`config.mk`:
```
export PLATFORM = sky130hd
export DESIGN_NAME = usb_sie_ctrl
export DESIGN_NICKNAME = d
export VERILOG_FILES = /design/src/hdl/usb_sie_pkg.sv /design/src/hdl/usb_sie_ctrl.sv
export VERILOG_INCLUDE_DIRS = /design/src /design/src/hdl
export SDC_FILE = /design/constraint.sdc
export NUM_CORES = 1
export LEC_CHECK = 0
export BUFFER_PORTS_ARGS = -buffer_cell sky130_fd_sc_hd__buf_2
export CAP_MARGIN = 20
export CORE_MARGIN = 3
export CORE_UTILIZATION = 30
export DETAILED_ROUTE_END_ITERATION = 10
export PLACE_DENSITY = 0.57
export SETUP_SLACK_MARGIN = 0.02
export SLEW_MARGIN = 20
export SYNTH_ARGS = -nofsm -noshare
export SYNTH_HDL_FRONTEND = slang
export SYNTH_SLANG_ARGS = --single-unit
```
`constraint.sdc`:
```
create_clock -name i_clk -period 2.36 [get_ports i_clk]
set_input_delay 0.236 -clock i_clk [delete_from_list [all_inputs] [get_ports i_clk]]
set_output_delay 0.236 -clock i_clk [all_outputs]
set_load 0.01 [all_outputs]
```
`src/hdl/usb_sie_map.svh`:
```
// register offsets, field positions, reset values and timing counts of the
// link status and control block; included by the design file only.
// Overview of operation
// - load last endpoint number after each transfer
// - direction flag one for transmit, zero receive
// - bank flag one odd, zero even bank
// - live flag follows single-ended zero on lines
// - halt packets while set; setup token sets it
// - host enable switches on both line pull-downs
// - module enable attaches device with D+ pull-up
// - pointer clear forces all buffers to even
// - resume signalling while resume bit is set
// - host mode drives bus reset while set
// - host mode live flag shows J state
// - token busy high while token executes
// - host sends start-of-frame every millisecond
// - speed bit selects low speed, host only
// - seven-bit device address, software writable
// - token codes setup 1101, in 1001, out 0001
// - eight-bit frame threshold, ten plus packet size
// - upper byte and unused bits read zero
// - without OTG, pulls follow host and enable bits
`ifndef USB_SIE_MAP_SVH
`define USB_SIE_MAP_SVH
`define OFS_STAT 8'h00
`define OFS_CTRL 8'h04
`define OFS_ADDR 8'h08
`define OFS_TOK 8'h0C
`define OFS_SOF 8'h10
`define OFS_OTG 8'h14
`define BIT_CTRL_J_LEVEL 7
`define BIT_CTRL_SE0 6
`define BIT_CTRL_HALT 5
`define BIT_CTRL_BUSY 5
`define BIT_CTRL_BUSRST 4
`define BIT_CTRL_HOST 3
`define BIT_CTRL_RESUME 2
`define BIT_CTRL_PPCLR 1
`define BIT_CTRL_EN 0
`define BIT_ADDR_LS 7
`define BIT_OTG_EN 0
`define BIT_OTG_DPPU 7
`define BIT_OTG_DMPU 6
`define BIT_OTG_DPPD 5
`define BIT_OTG_DMPD 4
`define RST_BYTE 8'h00
`define RESP_OKAY 2'h0
`define RESP_SLVERR 2'h2
`define CLK_PERIOD_NS 40
`define SOF_PERIOD_NS 1000000
`define SOF_CYCLES (`SOF_PERIOD_NS / `CLK_PERIOD_NS)
`endif

```
`src/hdl/usb_sie_pkg.sv`:
```
// types shared by the link status and control block.
// assumes nothing beyond a SystemVerilog compiler.
`default_nettype none
package usb_sie_pkg;
  typedef enum logic [3:0] {
    TOK_OUT = 4'h1,
    TOK_IN = 4'h9,
    TOK_SETUP = 4'hD
  } token_type_t;
  typedef enum logic [2:0] {
    SEL_STAT = 3'h0,
    SEL_CTRL = 3'h1,
    SEL_ADDR = 3'h2,
    SEL_TOK = 3'h3,
    SEL_SOF = 3'h4,
    SEL_OTG = 3'h5,
    SEL_NONE = 3'h7
  } reg_sel_t;
endpackage : usb_sie_pkg
`default_nettype wire
```
`src/hdl/usb_sie_ctrl.sv`:
```
// status, control, address, token and frame threshold registers of a usb
// serial interface engine, reached over axi4-lite.
// assumes the engine's strobes and line levels are synchronous to i_clk.
//
// Design decisions made here: the address map and the AXI4-Lite interface to the registers.
`include "usb_sie_map.svh"
`default_nettype none
module usb_sie_ctrl
  import usb_sie_pkg::*;
#(
  parameter int SOF_CYCLES = `SOF_CYCLES
) (
  input wire logic i_clk,
  input wire logic i_reset_n,
  input wire logic i_awvalid,
  output logic o_awready,
  input wire logic [7:0] i_awaddr,
  input wire logic i_wvalid,
  output logic o_wready,
  input wire logic [31:0] i_wdata,
  input wire logic [3:0] i_wstrb,
  output logic o_bvalid,
  input wire logic i_bready,
  output logic [1:0] o_bresp,
  input wire logic i_arvalid,
  output logic o_arready,
  input wire logic [7:0] i_araddr,
  output logic o_rvalid,
  input wire logic i_rready,
  output logic [31:0] o_rdata,
  output logic [1:0] o_rresp,
  input wire logic i_xfer_done,
  input wire logic [3:0] i_xfer_endpoint,
  input wire logic i_xfer_tx,
  input wire logic i_xfer_odd,
  input wire logic i_setup_rcvd,
  input wire logic i_token_done,
  input wire logic i_line_dp,
  input wire logic i_line_dm,
  input wire logic i_line_se0,
  output logic o_dp_pullup,
  output logic o_dm_pullup,
  output logic o_dp_pulldown,
  output logic o_dm_pulldown,
  output logic o_module_enable,
  output logic o_host_mode,
  output logic o_packet_halt,
  output logic o_pingpong_clear,
  output logic o_resume_drive,
  output logic o_bus_reset_drive,
  output logic o_low_speed,
  output logic [6:0] o_function_address,
  output logic o_token_start,
  output logic [3:0] o_token_type,
  output logic [3:0] o_token_endpoint,
  output logic o_frame_start,
  output logic [7:0] o_frame_threshold
);

  function automatic reg_sel_t decode(input logic [7:0] a);
    unique case (a)
      `OFS_STAT: decode = SEL_STAT;
      `OFS_CTRL: decode = SEL_CTRL;
      `OFS_ADDR: decode = SEL_ADDR;
      `OFS_TOK: decode = SEL_TOK;
      `OFS_SOF: decode = SEL_SOF;
      `OFS_OTG: decode = SEL_OTG;
      default: decode = SEL_NONE;
    endcase
  endfunction : decode

  logic [3:0] last_endpoint_number;
  logic last_dir_tx;
  logic pingpong_bank_flag;
  logic live_se0_flag;
  logic live_j_level_flag;
  logic packet_processing_halt;
  logic host_capability_enable;
  logic module_attach_enable;
  logic resume_drive;
  logic pingpong_pointer_clear;
  logic bus_reset_drive;
  logic frame_start_enable;
  logic token_in_progress;
  logic low_speed_select;
  logic [6:0] function_address;
  logic [3:0] token_type;
  logic [3:0] token_endpoint;
  logic [7:0] frame_start_threshold_value;
  logic on_the_go_features_enable;
  logic [3:0] manual_pulls;
  logic [7:0] waddr;
  logic [7:0] wbyte;
  logic wlane;
  logic do_write;
  reg_sel_t wsel;
  logic [7:0] rbyte;
  logic [15:0] frame_count;

  // write happens once address and data are both held and no response waits
  assign do_write = !o_awready && !o_wready && !o_bvalid;
  assign wsel = decode(waddr);

  // axi write channels: address and data taken in either order
  always_ff @(posedge i_clk or negedge i_reset_n) begin
    if (!i_reset_n) begin
      o_awready <= 1'b1;
      o_wready <= 1'b1;
      o_bvalid <= 1'b0;
      o_bresp <= `RESP_OKAY;
      waddr <= 8'h00;
      wbyte <= 8'h00;
      wlane <= 1'b0;
    end else begin
      if (i_awvalid && o_awready) begin
        o_awready <= 1'b0;
        waddr <= i_awaddr;
      end
      if (i_wvalid && o_wready) begin
        o_wready <= 1'b0;
        wbyte <= i_wdata[7:0];
        wlane <= i_wstrb[0];
      end
      if (do_write) begin
        o_bvalid <= 1'b1;
        o_bresp <= (wsel == SEL_NONE) ? `RESP_SLVERR : `RESP_OKAY;
      end
      if (o_bvalid && i_bready) begin
        o_bvalid <= 1'b0;
        o_awready <= 1'b1;
        o_wready <= 1'b1;
      end
    end
  end

  // register read view; bits above the low byte always read zero
  always_comb begin
    rbyte = 8'h00;
    unique case (decode(i_araddr))
      SEL_STAT: rbyte = {last_endpoint_number, last_dir_tx, pingpong_bank_flag, 2'b00};
      SEL_CTRL: begin
        if (host_capability_enable) begin
          rbyte = {live_j_level_flag, live_se0_flag, token_in_progress, bus_reset_drive,
                   host_capability_enable, resume_drive, pingpong_pointer_clear, frame_start_enable};
        end else begin
          rbyte = {1'b0, live_se0_flag, packet_processing_halt, 1'b0,
                   host_capability_enable, resume_drive, pingpong_pointer_clear, module_attach_enable};
        end
      end
      SEL_ADDR: rbyte = {low_speed_select & host_capability_enable, function_address};
      SEL_TOK: rbyte = {token_type, token_endpoint};
      SEL_SOF: rbyte = frame_start_threshold_value;
      SEL_OTG: rbyte = {manual_pulls, 3'b000, on_the_go_features_enable};
      SEL_NONE: rbyte = 8'h00;
    endcase
  end

  // axi read channel: one read at a time, answered the cycle after it is taken
  always_ff @(posedge i_clk or negedge i_reset_n) begin
    if (!i_reset_n) begin
      o_arready <= 1'b1;
      o_rvalid <= 1'b0;
      o_rdata <= 32'h00000000;
      o_rresp <= `RESP_OKAY;
    end else if (i_arvalid && o_arready) begin
      o_arready <= 1'b0;
      o_rvalid <= 1'b1;
      o_rdata <= {24'h000000, rbyte};
      o_rresp <= (decode(i_araddr) == SEL_NONE) ? `RESP_SLVERR : `RESP_OKAY;
    end else if (o_rvalid && i_rready) begin
      o_rvalid <= 1'b0;
      o_arready <= 1'b1;
    end
  end

  // the three status fields move as one so a read never mixes transfers
  always_ff @(posedge i_clk or negedge i_reset_n) begin
    if (!i_reset_n) begin
      last_endpoint_number <= 4'h0;
      last_dir_tx <= 1'b0;
      pingpong_bank_flag <= 1'b0;
    end else if (i_xfer_done) begin
      last_endpoint_number <= i_xfer_endpoint;
      last_dir_tx <= i_xfer_tx;
      pingpong_bank_flag <= i_xfer_odd;
    end
  end

  // live line flags; j is differential one at full speed, zero at low speed
  always_ff @(posedge i_clk or negedge i_reset_n) begin
    if (!i_reset_n) begin
      live_se0_flag <= 1'b0;
      live_j_level_flag <= 1'b0;
    end else begin
      live_se0_flag <= i_line_se0;
      live_j_level_flag <= host_capability_enable && (low_speed_select ? (!i_line_dp && i_line_dm)
                                                      : (i_line_dp && !i_line_dm));
    end
  end

  // control bits; bit 0 and bits 4-5 mean different things per mode
  always_ff @(posedge i_clk or negedge i_reset_n) begin
    if (!i_reset_n) begin
      host_capability_enable <= 1'b0;
      module_attach_enable <= 1'b0;
      resume_drive <= 1'b0;
      pingpong_pointer_clear <= 1'b0;
      bus_reset_drive <= 1'b0;
      frame_start_enable <= 1'b0;
    end else if (do_write && wlane && wsel == SEL_CTRL) begin
      host_capability_enable <= wbyte[`BIT_CTRL_HOST];
      resume_drive <= wbyte[`BIT_CTRL_RESUME];
      pingpong_pointer_clear <= wbyte[`BIT_CTRL_PPCLR];
      if (host_capability_enable) begin
        bus_reset_drive <= wbyte[`BIT_CTRL_BUSRST];
        frame_start_enable <= wbyte[`BIT_CTRL_EN];
      end else begin
        module_attach_enable <= wbyte[`BIT_CTRL_EN];
      end
    end
  end

  // a setup token arriving with a software clear still halts processing
  always_ff @(posedge i_clk or negedge i_reset_n) begin
    if (!i_reset_n) begin
      packet_processing_halt <= 1'b0;
    end else if (i_setup_rcvd && !host_capability_enable) begin
      packet_processing_halt <= 1'b1;
    end else if (do_write && wlane && wsel == SEL_CTRL && !host_capability_enable) begin
      packet_processing_halt <= wbyte[`BIT_CTRL_HALT];
    end
  end

  // address, threshold and otg pull settings
  always_ff @(posedge i_clk or negedge i_reset_n) begin
    if (!i_reset_n) begin
      low_speed_select <= 1'b0;
      function_address <= 7'h00;
      frame_start_threshold_value <= `RST_BYTE;
      on_the_go_features_enable <= 1'b0;
      manual_pulls <= 4'h0;
    end else if (do_write && wlane) begin
      if (wsel == SEL_ADDR) begin
        low_speed_select <= wbyte[`BIT_ADDR_LS] & host_capability_enable;
        function_address <= wbyte[6:0];
      end
      if (wsel == SEL_SOF) begin
        frame_start_threshold_value <= wbyte;
      end
      if (wsel == SEL_OTG) begin
        on_the_go_features_enable <= wbyte[`BIT_OTG_EN];
        manual_pulls <= wbyte[`BIT_OTG_DPPU:`BIT_OTG_DMPD];
      end
    end
  end

  // token issue: completion and a new launch in one cycle leave it busy
  always_ff @(posedge i_clk or negedge i_reset_n) begin
    if (!i_reset_n) begin
      token_type <= 4'h0;
      token_endpoint <= 4'h0;
      token_in_progress <= 1'b0;
      o_token_start <= 1'b0;
    end else begin
      o_token_start <= 1'b0;
      if (i_token_done) begin
        token_in_progress <= 1'b0;
      end
      if (do_write && wlane && wsel == SEL_TOK) begin
        token_type <= wbyte[7:4];
        token_endpoint <= wbyte[3:0];
        // reserved codes are stored but never launched
        if (host_capability_enable && (wbyte[7:4] == TOK_SETUP || wbyte[7:4] == TOK_IN
                                       || wbyte[7:4] == TOK_OUT)) begin
          token_in_progress <= 1'b1;
          o_token_start <= 1'b1;
        end
      end
    end
  end

  // one millisecond frame tick, host mode only
  always_ff @(posedge i_clk or negedge i_reset_n) begin
    if (!i_reset_n) begin
      frame_count <= 16'h0000;
      o_frame_start <= 1'b0;
    end else if (host_capability_enable && frame_start_enable) begin
      o_frame_start <= (frame_count == 16'(SOF_CYCLES - 1));
      frame_count <= (frame_count == 16'(SOF_CYCLES - 1)) ? 16'h0000 : frame_count + 16'h0001;
    end else begin
      frame_count <= 16'h0000;
      o_frame_start <= 1'b0;
    end
  end

  // line pulls and drive outputs, all registered
  always_ff @(posedge i_clk or negedge i_reset_n) begin
    if (!i_reset_n) begin
      o_dp_pullup <= 1'b0;
      o_dm_pullup <= 1'b0;
      o_dp_pulldown <= 1'b0;
      o_dm_pulldown <= 1'b0;
      o_module_enable <= 1'b0;
      o_host_mode <= 1'b0;
      o_packet_halt <= 1'b0;
      o_pingpong_clear <= 1'b0;
      o_resume_drive <= 1'b0;
      o_bus_reset_drive <= 1'b0;
      o_low_speed <= 1'b0;
      o_function_address <= 7'h00;
      o_token_type <= 4'h0;
      o_token_endpoint <= 4'h0;
      o_frame_threshold <= 8'h00;
    end else begin
      if (on_the_go_features_enable) begin
        {o_dp_pullup, o_dm_pullup, o_dp_pulldown, o_dm_pulldown} <= manual_pulls;
      end else begin
        o_dp_pullup <= module_attach_enable && !host_capability_enable;
        o_dm_pullup <= 1'b0;
        o_dp_pulldown <= host_capability_enable;
        o_dm_pulldown <= host_capability_enable;
      end
      o_module_enable <= module_attach_enable || host_capability_enable;
      o_host_mode <= host_capability_enable;
      o_packet_halt <= packet_processing_halt && !host_capability_enable;
      o_pingpong_clear <= pingpong_pointer_clear;
      o_resume_drive <= resume_drive;
      o_bus_reset_drive <= bus_reset_drive && host_capability_enable;
      o_low_speed <= low_speed_select && host_capability_enable;
      o_function_address <= function_address;
      o_token_type <= token_type;
      o_token_endpoint <= token_endpoint;
      o_frame_threshold <= frame_start_threshold_value;
    end
  end

  a_status_load: assert property (@(posedge i_clk) disable iff (!i_reset_n)
    i_xfer_done |=> last_endpoint_number == $past(i_xfer_endpoint) && last_dir_tx == $past(i_xfer_tx)
                    && pingpong_bank_flag == $past(i_xfer_odd))
    else $error("status fields did not load together");

  a_se0_follow: assert property (@(posedge i_clk) disable iff (!i_reset_n)
    ##1 live_se0_flag == $past(i_line_se0))
    else $error("se0 flag does not follow the line");

  a_setup_halt: assert property (@(posedge i_clk) disable iff (!i_reset_n)
    i_setup_rcvd && !host_capability_enable |=> packet_processing_halt ##1 o_packet_halt)
    else $error("setup token did not halt processing");

  a_host_pulls: assert property (@(posedge i_clk) disable iff (!i_reset_n)
    host_capability_enable && !on_the_go_features_enable |=> o_dp_pulldown && o_dm_pulldown && !o_dp_pullup)
    else $error("host pull-downs not applied");

  a_attach_pullup: assert property (@(posedge i_clk) disable iff (!i_reset_n)
    !on_the_go_features_enable |=> o_dp_pullup == $past(module_attach_enable && !host_capability_enable))
    else $error("attach pull-up wrong");

  a_bus_reset: assert property (@(posedge i_clk) disable iff (!i_reset_n)
    o_bus_reset_drive |-> $past(bus_reset_drive) && o_host_mode)
    else $error("bus reset driven outside host mode");

  a_token_busy: assert property (@(posedge i_clk) disable iff (!i_reset_n)
    o_token_start |-> token_in_progress && !$past(token_in_progress && !i_token_done))
    else $error("token started while busy or busy not set");

  a_frame_tick: assert property (@(posedge i_clk) disable iff (!i_reset_n)
    o_frame_start |=> !o_frame_start [*8])
    else $error("frame tick repeated too soon");

  a_frame_gate: assert property (@(posedge i_clk) disable iff (!i_reset_n)
    o_frame_start |-> $past(frame_start_enable && host_capability_enable))
    else $error("frame tick while disabled");

endmodule : usb_sie_ctrl
`default_nettype wire

```
* After elaboration in Yosys (flattened, before gate mapping)
Index checks and enable logic that the tools add are counted.
Word-level totals: register bits after elaboration 131, latch bits 0, RAM bits 0, memory bits (read-only) 0, logic and storage cells 155, memories kept 0
Operators by class: add/sub/neg operators 1, multiply operators 0, div/mod/pow operators 0, magnitude comparators 0, equality and inequality tests 27, shifts and indexed selects 0, multiplexer cells 32, bitwise logic cells 3, reduce and logical (&&, ||, !) cells 43
Operator list (number):
- $pmux W8 S7 | 1
- $pmux W3 S6 | 2
- $eq A8 B4 Y1 const B | 4
- $eq A8 B5 Y1 const B | 4
- $mux W16 | 2
- $mux W1 | 23
- $eq A3 B3 Y1 const B | 7
- $logic_and A1 B1 Y1 | 21
- $add A16 B1 Y16 const B | 1
- $eq A16 B15 Y1 const B | 1
- $eq A8 B3 Y1 const B | 2
- $logic_not A8 Y1 | 2
- $eq A3 B2 Y1 const B | 4
- $reduce_and A2 Y1 | 5
- $reduce_bool A2 Y1 | 5
- $eq A4 B4 Y1 const B | 2
- $mux W8 | 1
- $eq A3 B1 Y1 const B | 2
- $logic_not A1 Y1 | 6
- $eq A4 B1 Y1 const B | 1
- $mux W2 | 2
- $logic_not A3 Y1 | 1
- $logic_or A1 B1 Y1 | 3
- $mux W3 | 1
- other kinds (2) | 3

* Logic depth before layout (Yosys ltp)
Gate-level depths: netlist (run 1).
depth after elaboration 8, mapped depth 6, gate-level depth less buffers 5

* Worst setup path after synthesis (run 1)
Ideal clock, no wire load.
path kind register -> register, start point register waddr[0], end point register module_attach_enable, setup time 125 ps, arrival time 1977 ps, required time 2235 ps, slack 259 ps, cell stages (with the launch flop) 5, buffers on the path 0, period minus slack after synthesis 2101 ps, path through dfrtp_1 or4_1 nor4_2 nor2b_1 mux2_2
On the way: cells in the longest elaborated chain, start to end 5
RTL lines:
- start, declared | RTL line usb_sie_ctrl.sv:92 | logic [7:0] waddr;
- start signal, assigned | RTL line usb_sie_ctrl.sv:117 | waddr <= i_awaddr;
- $eq A8 B5 Y1, or another cell as far along | RTL line usb_sie_ctrl.sv:61 | unique case (a)
- $pmux W3 S6 (*) | RTL line usb_sie_ctrl.sv:61
- $eq A3 B1 Y1 (*) | RTL line usb_sie_ctrl.sv:210 | end else if (do_write && wlane && wsel == SEL_CTRL) begin
- $logic_and A1 B1 Y1 (*) | RTL line usb_sie_ctrl.sv:210
- $reduce_and A2 Y1 (no line) (*)
- end signal, assigned | RTL line usb_sie_ctrl.sv:218 | module_attach_enable <= wbyte[`BIT_CTRL_EN];
- end, declared | RTL line usb_sie_ctrl.sv:79 | logic module_attach_enable;
Every way passes the cells marked *; elsewhere a longest branch is shown, timed or not. A chain may end at the register's enable or synchronous reset.

* Worst setup path after layout (run 1)
start point register waddr[0], end point register token_type[3]
On the way: cells in the longest elaborated chain, start to end 4
RTL lines:
- $eq A8 B5 Y1, or another cell as far along | RTL line usb_sie_ctrl.sv:61
- $pmux W3 S6 (*) | RTL line usb_sie_ctrl.sv:61
- $eq A3 B2 Y1 (*) | RTL line usb_sie_ctrl.sv:269 | if (do_write && wlane && wsel == SEL_TOK) begin
- $logic_and A1 B1 Y1 (*) | RTL line usb_sie_ctrl.sv:269
- end signal, assigned | RTL line usb_sie_ctrl.sv:270 | token_type <= wbyte[7:4];
- end, declared | RTL line usb_sie_ctrl.sv:87 | logic [3:0] token_type;
Marked as above.

==> results of run 1 <==
[per-layer routing]
layer | track usage [%] | routed length [um] | up-vias
li1 | - | - | 1710
met2 | 20.7 | 6020 | 122
met1 | 17.8 | 5620 | 1791
met4 | 4.90 | 240 | 2
met3 | 4.74 | 809 | 22
met5 | 0 | 13 | -
[layout by cell type, fill, tap and decap left out, types with 5 or more instances in the layout]
cell           instances
conb_1                26
a21oi_1                7
xnor2_1               12
nand4_1                7
dlygate4sd3_1          5
buf_2                 93
nor2_1                28
nand2_1               34
dfrtp_1              126
buf_4                 12
nand3_1                7
nor2b_1                6
inv_1                 12
nor4_1                 6
clkbuf_16             17
nor3_1                 8
mux2_2                59
and2_1                 5
o21ai_0               12
mux2i_1                6
[stage by stage]
step | setup WS (ns) | utilization [%] | std cells
floorplan | 0.259 | - | 458
global placement | 0.176 | 35.0 | 750
detailed placement | 0.114 | 35.0 | 750
CTS | 0.0999 | 38.9 | 787
global route | 0.0749 | 38.9 | 787
finish | 0.171 | 38.9 | 787
[worst paths after layout]
check / from / endpoint / slack [ns]
hold reg to reg: resume_drive / o_resume_drive / 0.38
setup / recovery: waddr[0] / token_type[3] / 0.17
setup reg to reg: waddr[0] / token_type[3] / 0.17
max in group asynchronous: i_reset_n / o_arready / 1.23
hold / removal: i_awaddr[3] / waddr[3] / 0.05
min in group asynchronous: i_reset_n / waddr[5] / 0.41
[synth_stat cells, types with 2 or more instances]
library cell | n | share of area [%]
a21oi_1 | 7 | 0.65
a221oi_1 | 2 | 0.33
a22o_1 | 2 | 0.33
a22oi_1 | 2 | 0.28
a31oi_1 | 4 | 0.47
and2_1 | 5 | 0.58
buf_1 | 2 | 0.14
buf_2 | 3 | 0.28
buf_4 | 26 | 3.6
clkbuf_1 | 9 | 0.63
dfrtp_1 | 126 | 59
dfstp_2 | 3 | 1.5
inv_1 | 12 | 0.84
mux2_2 | 59 | 12
mux2i_1 | 6 | 1.1
nand2_1 | 34 | 2.4
nand2b_1 | 4 | 0.47
nand3_1 | 7 | 0.65
nand4_1 | 7 | 0.81
nor2_1 | 28 | 2.0
nor2b_1 | 6 | 0.70
nor3_1 | 9 | 0.84
nor3b_1 | 2 | 0.28
nor4_1 | 6 | 0.70
nor4bb_1 | 2 | 0.37
o21ai_0 | 12 | 1.1
o221a_1 | 4 | 0.84
o221ai_1 | 4 | 0.65
o2bb2ai_1 | 4 | 0.65
or3_1 | 2 | 0.23
or4_1 | 2 | 0.28
or4_4 | 2 | 0.42
or4bb_1 | 2 | 0.42
xnor2_1 | 12 | 2.0
xor2_1 | 2 | 0.33
[worst max-delay path: cells and delay by family, from the launching register on]
kind / cells / cell delay, ns
muxes: 1 / 0.36
buffers and inverters: 1 / 0.25
DFF: 1 / 0.36
and+or+nand+nor: 3 / 1.09
[sequential cells by signal, summed over array words and instances, names as in the netlist, 4 cells and up]
name and cells:
frame_count 16, manual_pulls 4, o_function_address 7, token_type 4, token_endpoint 4, o_rdata 8
function_address 7, waddr 8, last_endpoint_number 4, o_frame_threshold 8, o_token_type 4, wbyte 8
o_token_endpoint 4, frame_start_threshold_value 8
[cells by family (layout without fill, tap and decap cells)]
kind of cell               after synthesis  after routing  synth area share [%]
AOI/OAI and AO/OA                       45             45                  5.96
xor gates and xnor gates                14             14                  2.28
adders and majority gates                1              1                 0.233
buffers and inverters                   52            156                  5.52
DFF                                    129            129                  60.1
muxes                                   65             65                  13.5
other                                    1             26                0.0698
and+or+nand+nor                        126            126                  12.3
[repair_timing]
action,CTS,global route
setup buffers,0,0
setup endpoints to repair,0,7
hold buffers,5,0
gates resized for setup,0,1
endpoints found under the hold margin,48,0
[power groups by stage]
stage                     combinational (mW)  sequential (mW)  clock [mW]
after global routing                    1.14             3.12        2.92
after CTS                               1.06             3.04        2.80
after floorplan                        0.572             3.04           0
after detailed placement                1.05             3.08           0
final                                   1.04             3.03        2.74
after global placement                  1.02             3.05           0
[area by class of cell]
type                            instances  area (um2)  area share (%)
Tap cell                              225         282            4.15
Timing Repair Buffer                  112         646            9.52
Clock inverter                         13         184            2.71
Sequential cell                       129        3230            47.7
Inverter                               12        45.0           0.664
Clock buffer                           19         443            6.53
Multi-Input combinational cell        277        1950            28.8
==> impl_metrics.yaml, run 1 <==
status:
  status: "complete, no violations"
power:
  sw_frac_of_total_pct: 26.8
  p_int_mw: 4.98
  power.density_mw_per_mm2: 1000
  power.switching_mw: 1.83
  seqPwrFrac_pct: 44.5
  clkPwrFrac_pct: 40.2
  power.total_mw: 6.81
  p_comb_share_pct: 15.3
  ir_drop_v: 0.000449
  power.leakage_nw: 3.23
route:
  vias: 3647
  wirelength_um: 12700
  first_pass_iters: 5
  drtAntennaViolNets: 0
  drc_errors: 0
  routedWlPerCell_um: 16.1
  vias_per_cell: 4.63
  drtIter0Drc: 145
timing:
  setup-violations-final: 0
  clock_skew_ns: 0.00818
  period_share_pct: 92.8
  fin_tns_setup_ns: 0
  rsz0062_at_grt: "no"
  fin_crit_ns: 2.19
  timing.hold.ws_ns: 0.0486
  max_freq_mhz: 457
  worst_pin_slew_ns: 0.666
  hold_violations: 0
  maxSlewHeadroom_pct: 55.6
  slew_violations: 0
die:
  die_area_mm2: 0.0196
  start_util_pct: 30.9
  core_mm2: 0.0174
  rows: 48
  die_y_um: 140
  pin_count: 148
  die_w_um: 140
worst_setup_path:
  reg2regPathDepth: 5
  crit_type: "flop to flop"
  worstPathMaxFanout: 10
  critical_path.max_stage_delay_ns: 0.63
  critPathCaptureType: "flop"
  cp-start-kind: "flop"
  required_ns: 2.66
  crit_slowest_cell: "or4_1"
  path_cells: "or4_1 > nor3_2 > nor4bb_2 > buf_4 > mux2_2"
  worstPathArrival_ns: 2.49
yosys:
  async_flop_share_pct: 100
  synth_ff_type: "dfrtp_1"
  ys_seq_area_share_pct: 60.1
  avgSynthCellArea_um2: 12.4
  synth_area_mm2: 0.00537
  postSynthCellCount: 433
  yosys_warnings: 0
  yosysUniqueCellTypes: 49
  synth-seq-cells: 129
  synth-edff-count: 0
global_route:
  grt_max_degree: 51
  grt_pass1_vias: 3734
  track_usage_pct: 13.5
  overflow: 0
  antenna_found_initial: 1
  grt_pass1_wl_um: 20600
clock_tree:
  worstSkewPairLatency_ns: 0.41
  cts_buffers: 17
  cts_buffer_depth: 2
  htree_levels: 4
  clkTransAtPathRegs_ns: 0.06
  clkSinkCount: 129
  cts-root-buf: "clkbuf_16"
  cts_tree: "built"
placed_design:
  routabilityCongestion: 0.827
  portBuffers: 94
  placed_area_mm2: 0.00610
  hpwl_um: 9270
worst_hold_path:
  min_path_cells: 2
  hold_path_class: "primary input to flop"
final_layout:
  antennaDiodeCount: 0
  area_delta_synth_final_pct: 26.2
  drive_gt1_share_pct: 37.0
  fillers: 1687
  nNetsFinal: 621
  final_area_mm2: 0.00678
job:
  drv_cap: 0
Power figures use the tool's default switching activity.
==> run 2: changes to the inputs <==
- RECOVER_POWER: unset -> 25
==> impl_metrics.yaml, run 2 (synthesized netlist as in run 1, its figures left out) <==
die:
  pin_count: 148
  die_w_um: 140
  core_mm2: 0.0174
  die_y_um: 140
  start_util_pct: 30.9
  rows: 48
  die_area_mm2: 0.0196
worst_setup_path:
  critPathCaptureType: "flop"
  required_ns: 2.66
  cp-start-kind: "flop"
  crit_type: "flop to flop"
  worstPathArrival_ns: 2.49
  worstPathMaxFanout: 10
timing:
  maxSlewHeadroom_pct: 12.9
  setup-violations-final: 0
  clock_skew_ns: 0.00814
  fin_crit_ns: 2.20
  rsz0062_at_grt: "no"
  period_share_pct: 93.0
  hold_violations: 0
  slew_violations: 0
  max_freq_mhz: 455
  worst_pin_slew_ns: 1.31
  fin_tns_setup_ns: 0
global_route:
  track_usage_pct: 13.5
  antenna_found_initial: 1
  grt_util_met1_pct: 17.8
  grt_pass1_vias: 3734
  overflow: 0
  use_met3_pct: 4.74
  grt_pass1_wl_um: 20600
  top_usage_layer: "met2"
  grt_util_met2_pct: 20.7
  grt_max_degree: 51
route:
  vias: 3623
  routedWlPerCell_um: 16.2
  drc_errors: 0
  drtAntennaViolNets: 0
  vias_per_cell: 4.60
  drtIter0Drc: 169
  first_pass_iters: 4
  wirelength_um: 12700
placed_design:
  routabilityCongestion: 0.827
  portBuffers: 94
  hpwl_um: 9270
final_layout:
  layout_common_cells: "dfrtp_1 (126), buf_2 (92), mux2_2 (59)"
  top_register: "frame_count"
  multi_input_area_mm2: 0.00195
  final_common_cell: "dfrtp_1"
  fillers: 1689
  antennaDiodeCount: 0
  drive_gt1_share_pct: 36.3
  final_core_util_pct: 38.9
  regArea_mm2: 0.00323
  nNetsFinal: 621
  area_delta_synth_final_pct: 26.1
  largest_reg_flops: 16
power:
  power.total_mw: 6.81
  power.leakage_nw: 3.22
  power.density_mw_per_mm2: 1000
  ir_drop_v: 0.000448
clock_tree:
  cts_buffer_depth: 2
  clkTransAtPathRegs_ns: 0.06
  htree_levels: 4
  worstSkewPairLatency_ns: 0.41
  cts_tree: "built"
  cts-root-buf: "clkbuf_16"
  cts_setup_buffers: 0
  clkSinkCount: 129
  cts_buffers: 17
job:
  drv_cap: 0
status:
  status: "complete, no violations"
worst_hold_path:
  hold_path_class: "primary input to flop"
==> run 2: critical path, cell delays in order (launching register included) <==
cell,delay (ns)
dfrtp_1,0.36
or4_1,0.63
nor3_2,0.23
nor4bb_2,0.23
buf_4,0.26
mux2_2,0.36
==> run 2: where the power goes <==
| part | switching, mW | internal (mW) |
|---|---|---|
| clock | 0.944 | 1.79 |
| sequential | 0.377 | 2.65 |
| combinational | 0.508 | 0.532 |
| total | 1.83 | 4.98 |
==> run 2: final timing paths <==
kind                       slack [ns]  cells past startpoint          from             end
max                              0.16                      5      waddr[0]   token_type[3]
min                              0.05                      2   i_awaddr[3]        waddr[3]
max reg2reg                      0.16                      5      waddr[0]   token_type[3]
min reg2reg                      0.38                      0  resume_drive  o_resume_drive
max in group asynchronous        0.76                      3     i_reset_n       o_arready
min in group asynchronous        0.67                      2     i_reset_n        waddr[5]
==> run 2: final cells by class <==
class	instances	share of cell area, %
clock inverter	13	2.71
timing repair buffer	112	9.47
tap	225	4.15
sequential	129	47.7
multi-input combinational	277	28.8
inverter	12	0.665
clock buffer	19	6.53
==> run 2: timing repair <==
action / CTS / global route
resized for setup: 0 / 1
endpoints found under the setup margin: 0 / 7
hold endpoints to repair: 48 / 0
hold buffers: 5 / 0
==> run 2: stage by stage <==
stage / setup slack (ns) / std cells / hold WS, ns / cell area (um2)
3_5_place_dp: 0.114 / 750 / 0.314 / 6100
2_1_floorplan: 0.259 / 458 / -0.0596 / 5470
5_1_grt: 0.0749 / 787 / 0.0344 / 6780
3_3_place_gp: 0.176 / 750 / 0.302 / 6100
6_report: 0.165 / 787 / 0.0490 / 6780
4_1_cts: 0.0999 / 787 / 0.0329 / 6780
==> run 2: metal layers <==
layer / vias to the layer above / wire (um)
met3: 20 / 782
met4: 2 / 233
met1: 1768 / 5670
li1: 1708 / -
met5: - / 13
met2: 125 / 6030
==> run 3: changes to the inputs <==
- CTS_BUF_LIST: unset -> sky130_fd_sc_hd__clkbuf_8
==> impl_metrics.yaml, run 3 (synthesized netlist as in run 1, its figures left out) <==
route:
  drc_errors: 0
  top_layer: "met5"
  met3_length_um: 750
  vias_per_cell: 4.57
  drtAntennaViolNets: 0
  first_pass_iters: 4
  drtIter0Drc: 203
  routedWlPerCell_um: 15.9
  met2_length_um: 5990
  vias: 3627
  wirelength_um: 12600
  drt-met1-wl_um: 5740
power:
  p_int_mw: 4.36
  seqPwrFrac_pct: 49.5
  power.leakage_nw: 3.17
  ir_drop_v: 0.000312
  power.switching_mw: 1.76
  p_comb_share_pct: 17.1
  sw_frac_of_total_pct: 28.7
  clkPwrFrac_pct: 33.4
  power.density_mw_per_mm2: 919
clock_tree:
  clkTransAtPathRegs_ns: 0.08
  clkSinkCount: 129
  cts-root-buf: "clkbuf_8"
  worstSkewPairLatency_ns: 0.43
  htree_levels: 4
  cts_setup_buffers: 0
  cts_buffers: 17
  cts_buffer_depth: 2
  cts_tree: "built"
final_layout:
  top_register: "frame_count"
  layout_common_cells: "dfrtp_1 (126), buf_2 (92), mux2_2 (59)"
  final_common_cell: "dfrtp_1"
  drive_gt1_share_pct: 35.9
  antennaDiodeCount: 0
  final_core_util_pct: 38.2
  fillers: 1710
  nNetsFinal: 628
  largest_reg_flops: 16
  area_delta_synth_final_pct: 23.9
worst_setup_path:
  required_ns: 2.68
  rr_endpoint: "token_type[3]"
  crit_type: "flop to flop"
  endpoint: "token_type[3]"
  worstPathArrival_ns: 2.52
  cp-start-kind: "flop"
  reg2reg_from: "waddr[0]"
  r2r_slack_ns: 0.17
  startpoint: "waddr[0]"
  critPathCaptureType: "flop"
  reg2regPathDepth: 5
  worstPathMaxFanout: 10
die:
  start_util_pct: 30.9
  die_y_um: 140
  rows: 48
  pin_count: 148
  die_area_mm2: 0.0196
  die_w_um: 140
  core_mm2: 0.0174
global_route:
  antenna_found_initial: 1
  grt_pass1_wl_um: 20500
  grt_max_degree: 51
  track_usage_pct: 13.4
  grt_pass1_vias: 3763
  overflow: 0
status:
  status: "complete, no violations"
timing:
  fin_tns_setup_ns: 0
  setup-violations-final: 0
  max_freq_mhz: 456
  worst_pin_slew_ns: 1.31
  maxSlewHeadroom_pct: 12.7
  slew_violations: 0
  timing.hold.ws_ns: 0.0332
  period_share_pct: 93.0
  hold_violations: 0
  fin_crit_ns: 2.19
  rsz0062_at_grt: "no"
  clock_skew_ns: 0.00903
placed_design:
  portBuffers: 94
  hpwl_um: 9270
  routabilityCongestion: 0.827
worst_hold_path:
  hold_path_class: "primary input to flop"
job:
  drv_cap: 0
-- run 3: changes by cell type in the layout (fill, tap and decap cells not counted) --
cell	previous run	this run
clkbuf_16	17	0
clkbuf_8	1	18
dlygate4sd3_1	5	12
clkbuf_1	2	1
inv_1	12	13
-- run 3: timing repair --
item / CTS / global route
hold endpoints to repair: 55 / 0
gates resized for setup: 0 / 1
hold buffers: 12 / 0
setup endpoints to repair: 0 / 8
-- run 3: stage by stage --
step	area (um2)	setup WS, ns	std cells	power (mW)
after floorplan	5470	0.259	458	3.61
after global placement	6100	0.176	750	4.08
after detailed placement	6100	0.114	750	4.13
after CTS	6660	0.0932	794	6.21
after global routing	6660	0.0661	794	6.46
final	6660	0.165	794	6.12
-- run 3: power groups by stage --
stage / sequential (mW) / combinational (mW) / clock (mW)
after floorplan: 3.04 / 0.572 / 0
after global placement: 3.05 / 1.02 / 0
after detailed placement: 3.08 / 1.05 / 0
after CTS: 3.04 / 1.07 / 2.10
after global routing: 3.10 / 1.15 / 2.21
final: 3.03 / 1.05 / 2.04
-- run 3: worst min-delay path by stage --
stage,startpoint,end,slack [ns],cells past startpoint
final,i_awaddr[0],waddr[0],0.03,2
after global routing,i_wdata[5],wbyte[5],0.0004,2
after CTS,i_wdata[3],wbyte[3],0.002,2
after detailed placement,i_reset_n,waddr[0],0.31,1
after global placement,i_reset_n,waddr[6],0.30,1
after floorplan,i_reset_n,bus_reset_drive,-0.06,0
-- run 3: layout make-up --
cell class | count | area (um2) | area share (%)
Inverter | 12 | 45.0 | 0.677
Clock inverter | 14 | 188 | 2.82
Clock buffer | 18 | 248 | 3.72
Timing Repair Buffer | 119 | 712 | 10.7
Tap cell | 225 | 282 | 4.23
Multi-Input combinational cell | 277 | 1950 | 29.3
Sequential cell | 129 | 3230 | 48.6
-- run 3: routing by layer --
metal / vias to the layer above / track usage [%]
met5: - / 0
met4: 2 / 4.54
met3: 10 / 4.40
met2: 115 / 20.7
met1: 1779 / 17.8
li1: 1721 / -
-- run 3: worst max-delay path: stages (launching register included) --
cell	delay, ns
dfrtp_1	0.37
or4_1	0.63
nor3_2	0.23
nor4bb_2	0.23
buf_4	0.26
mux2_2	0.36
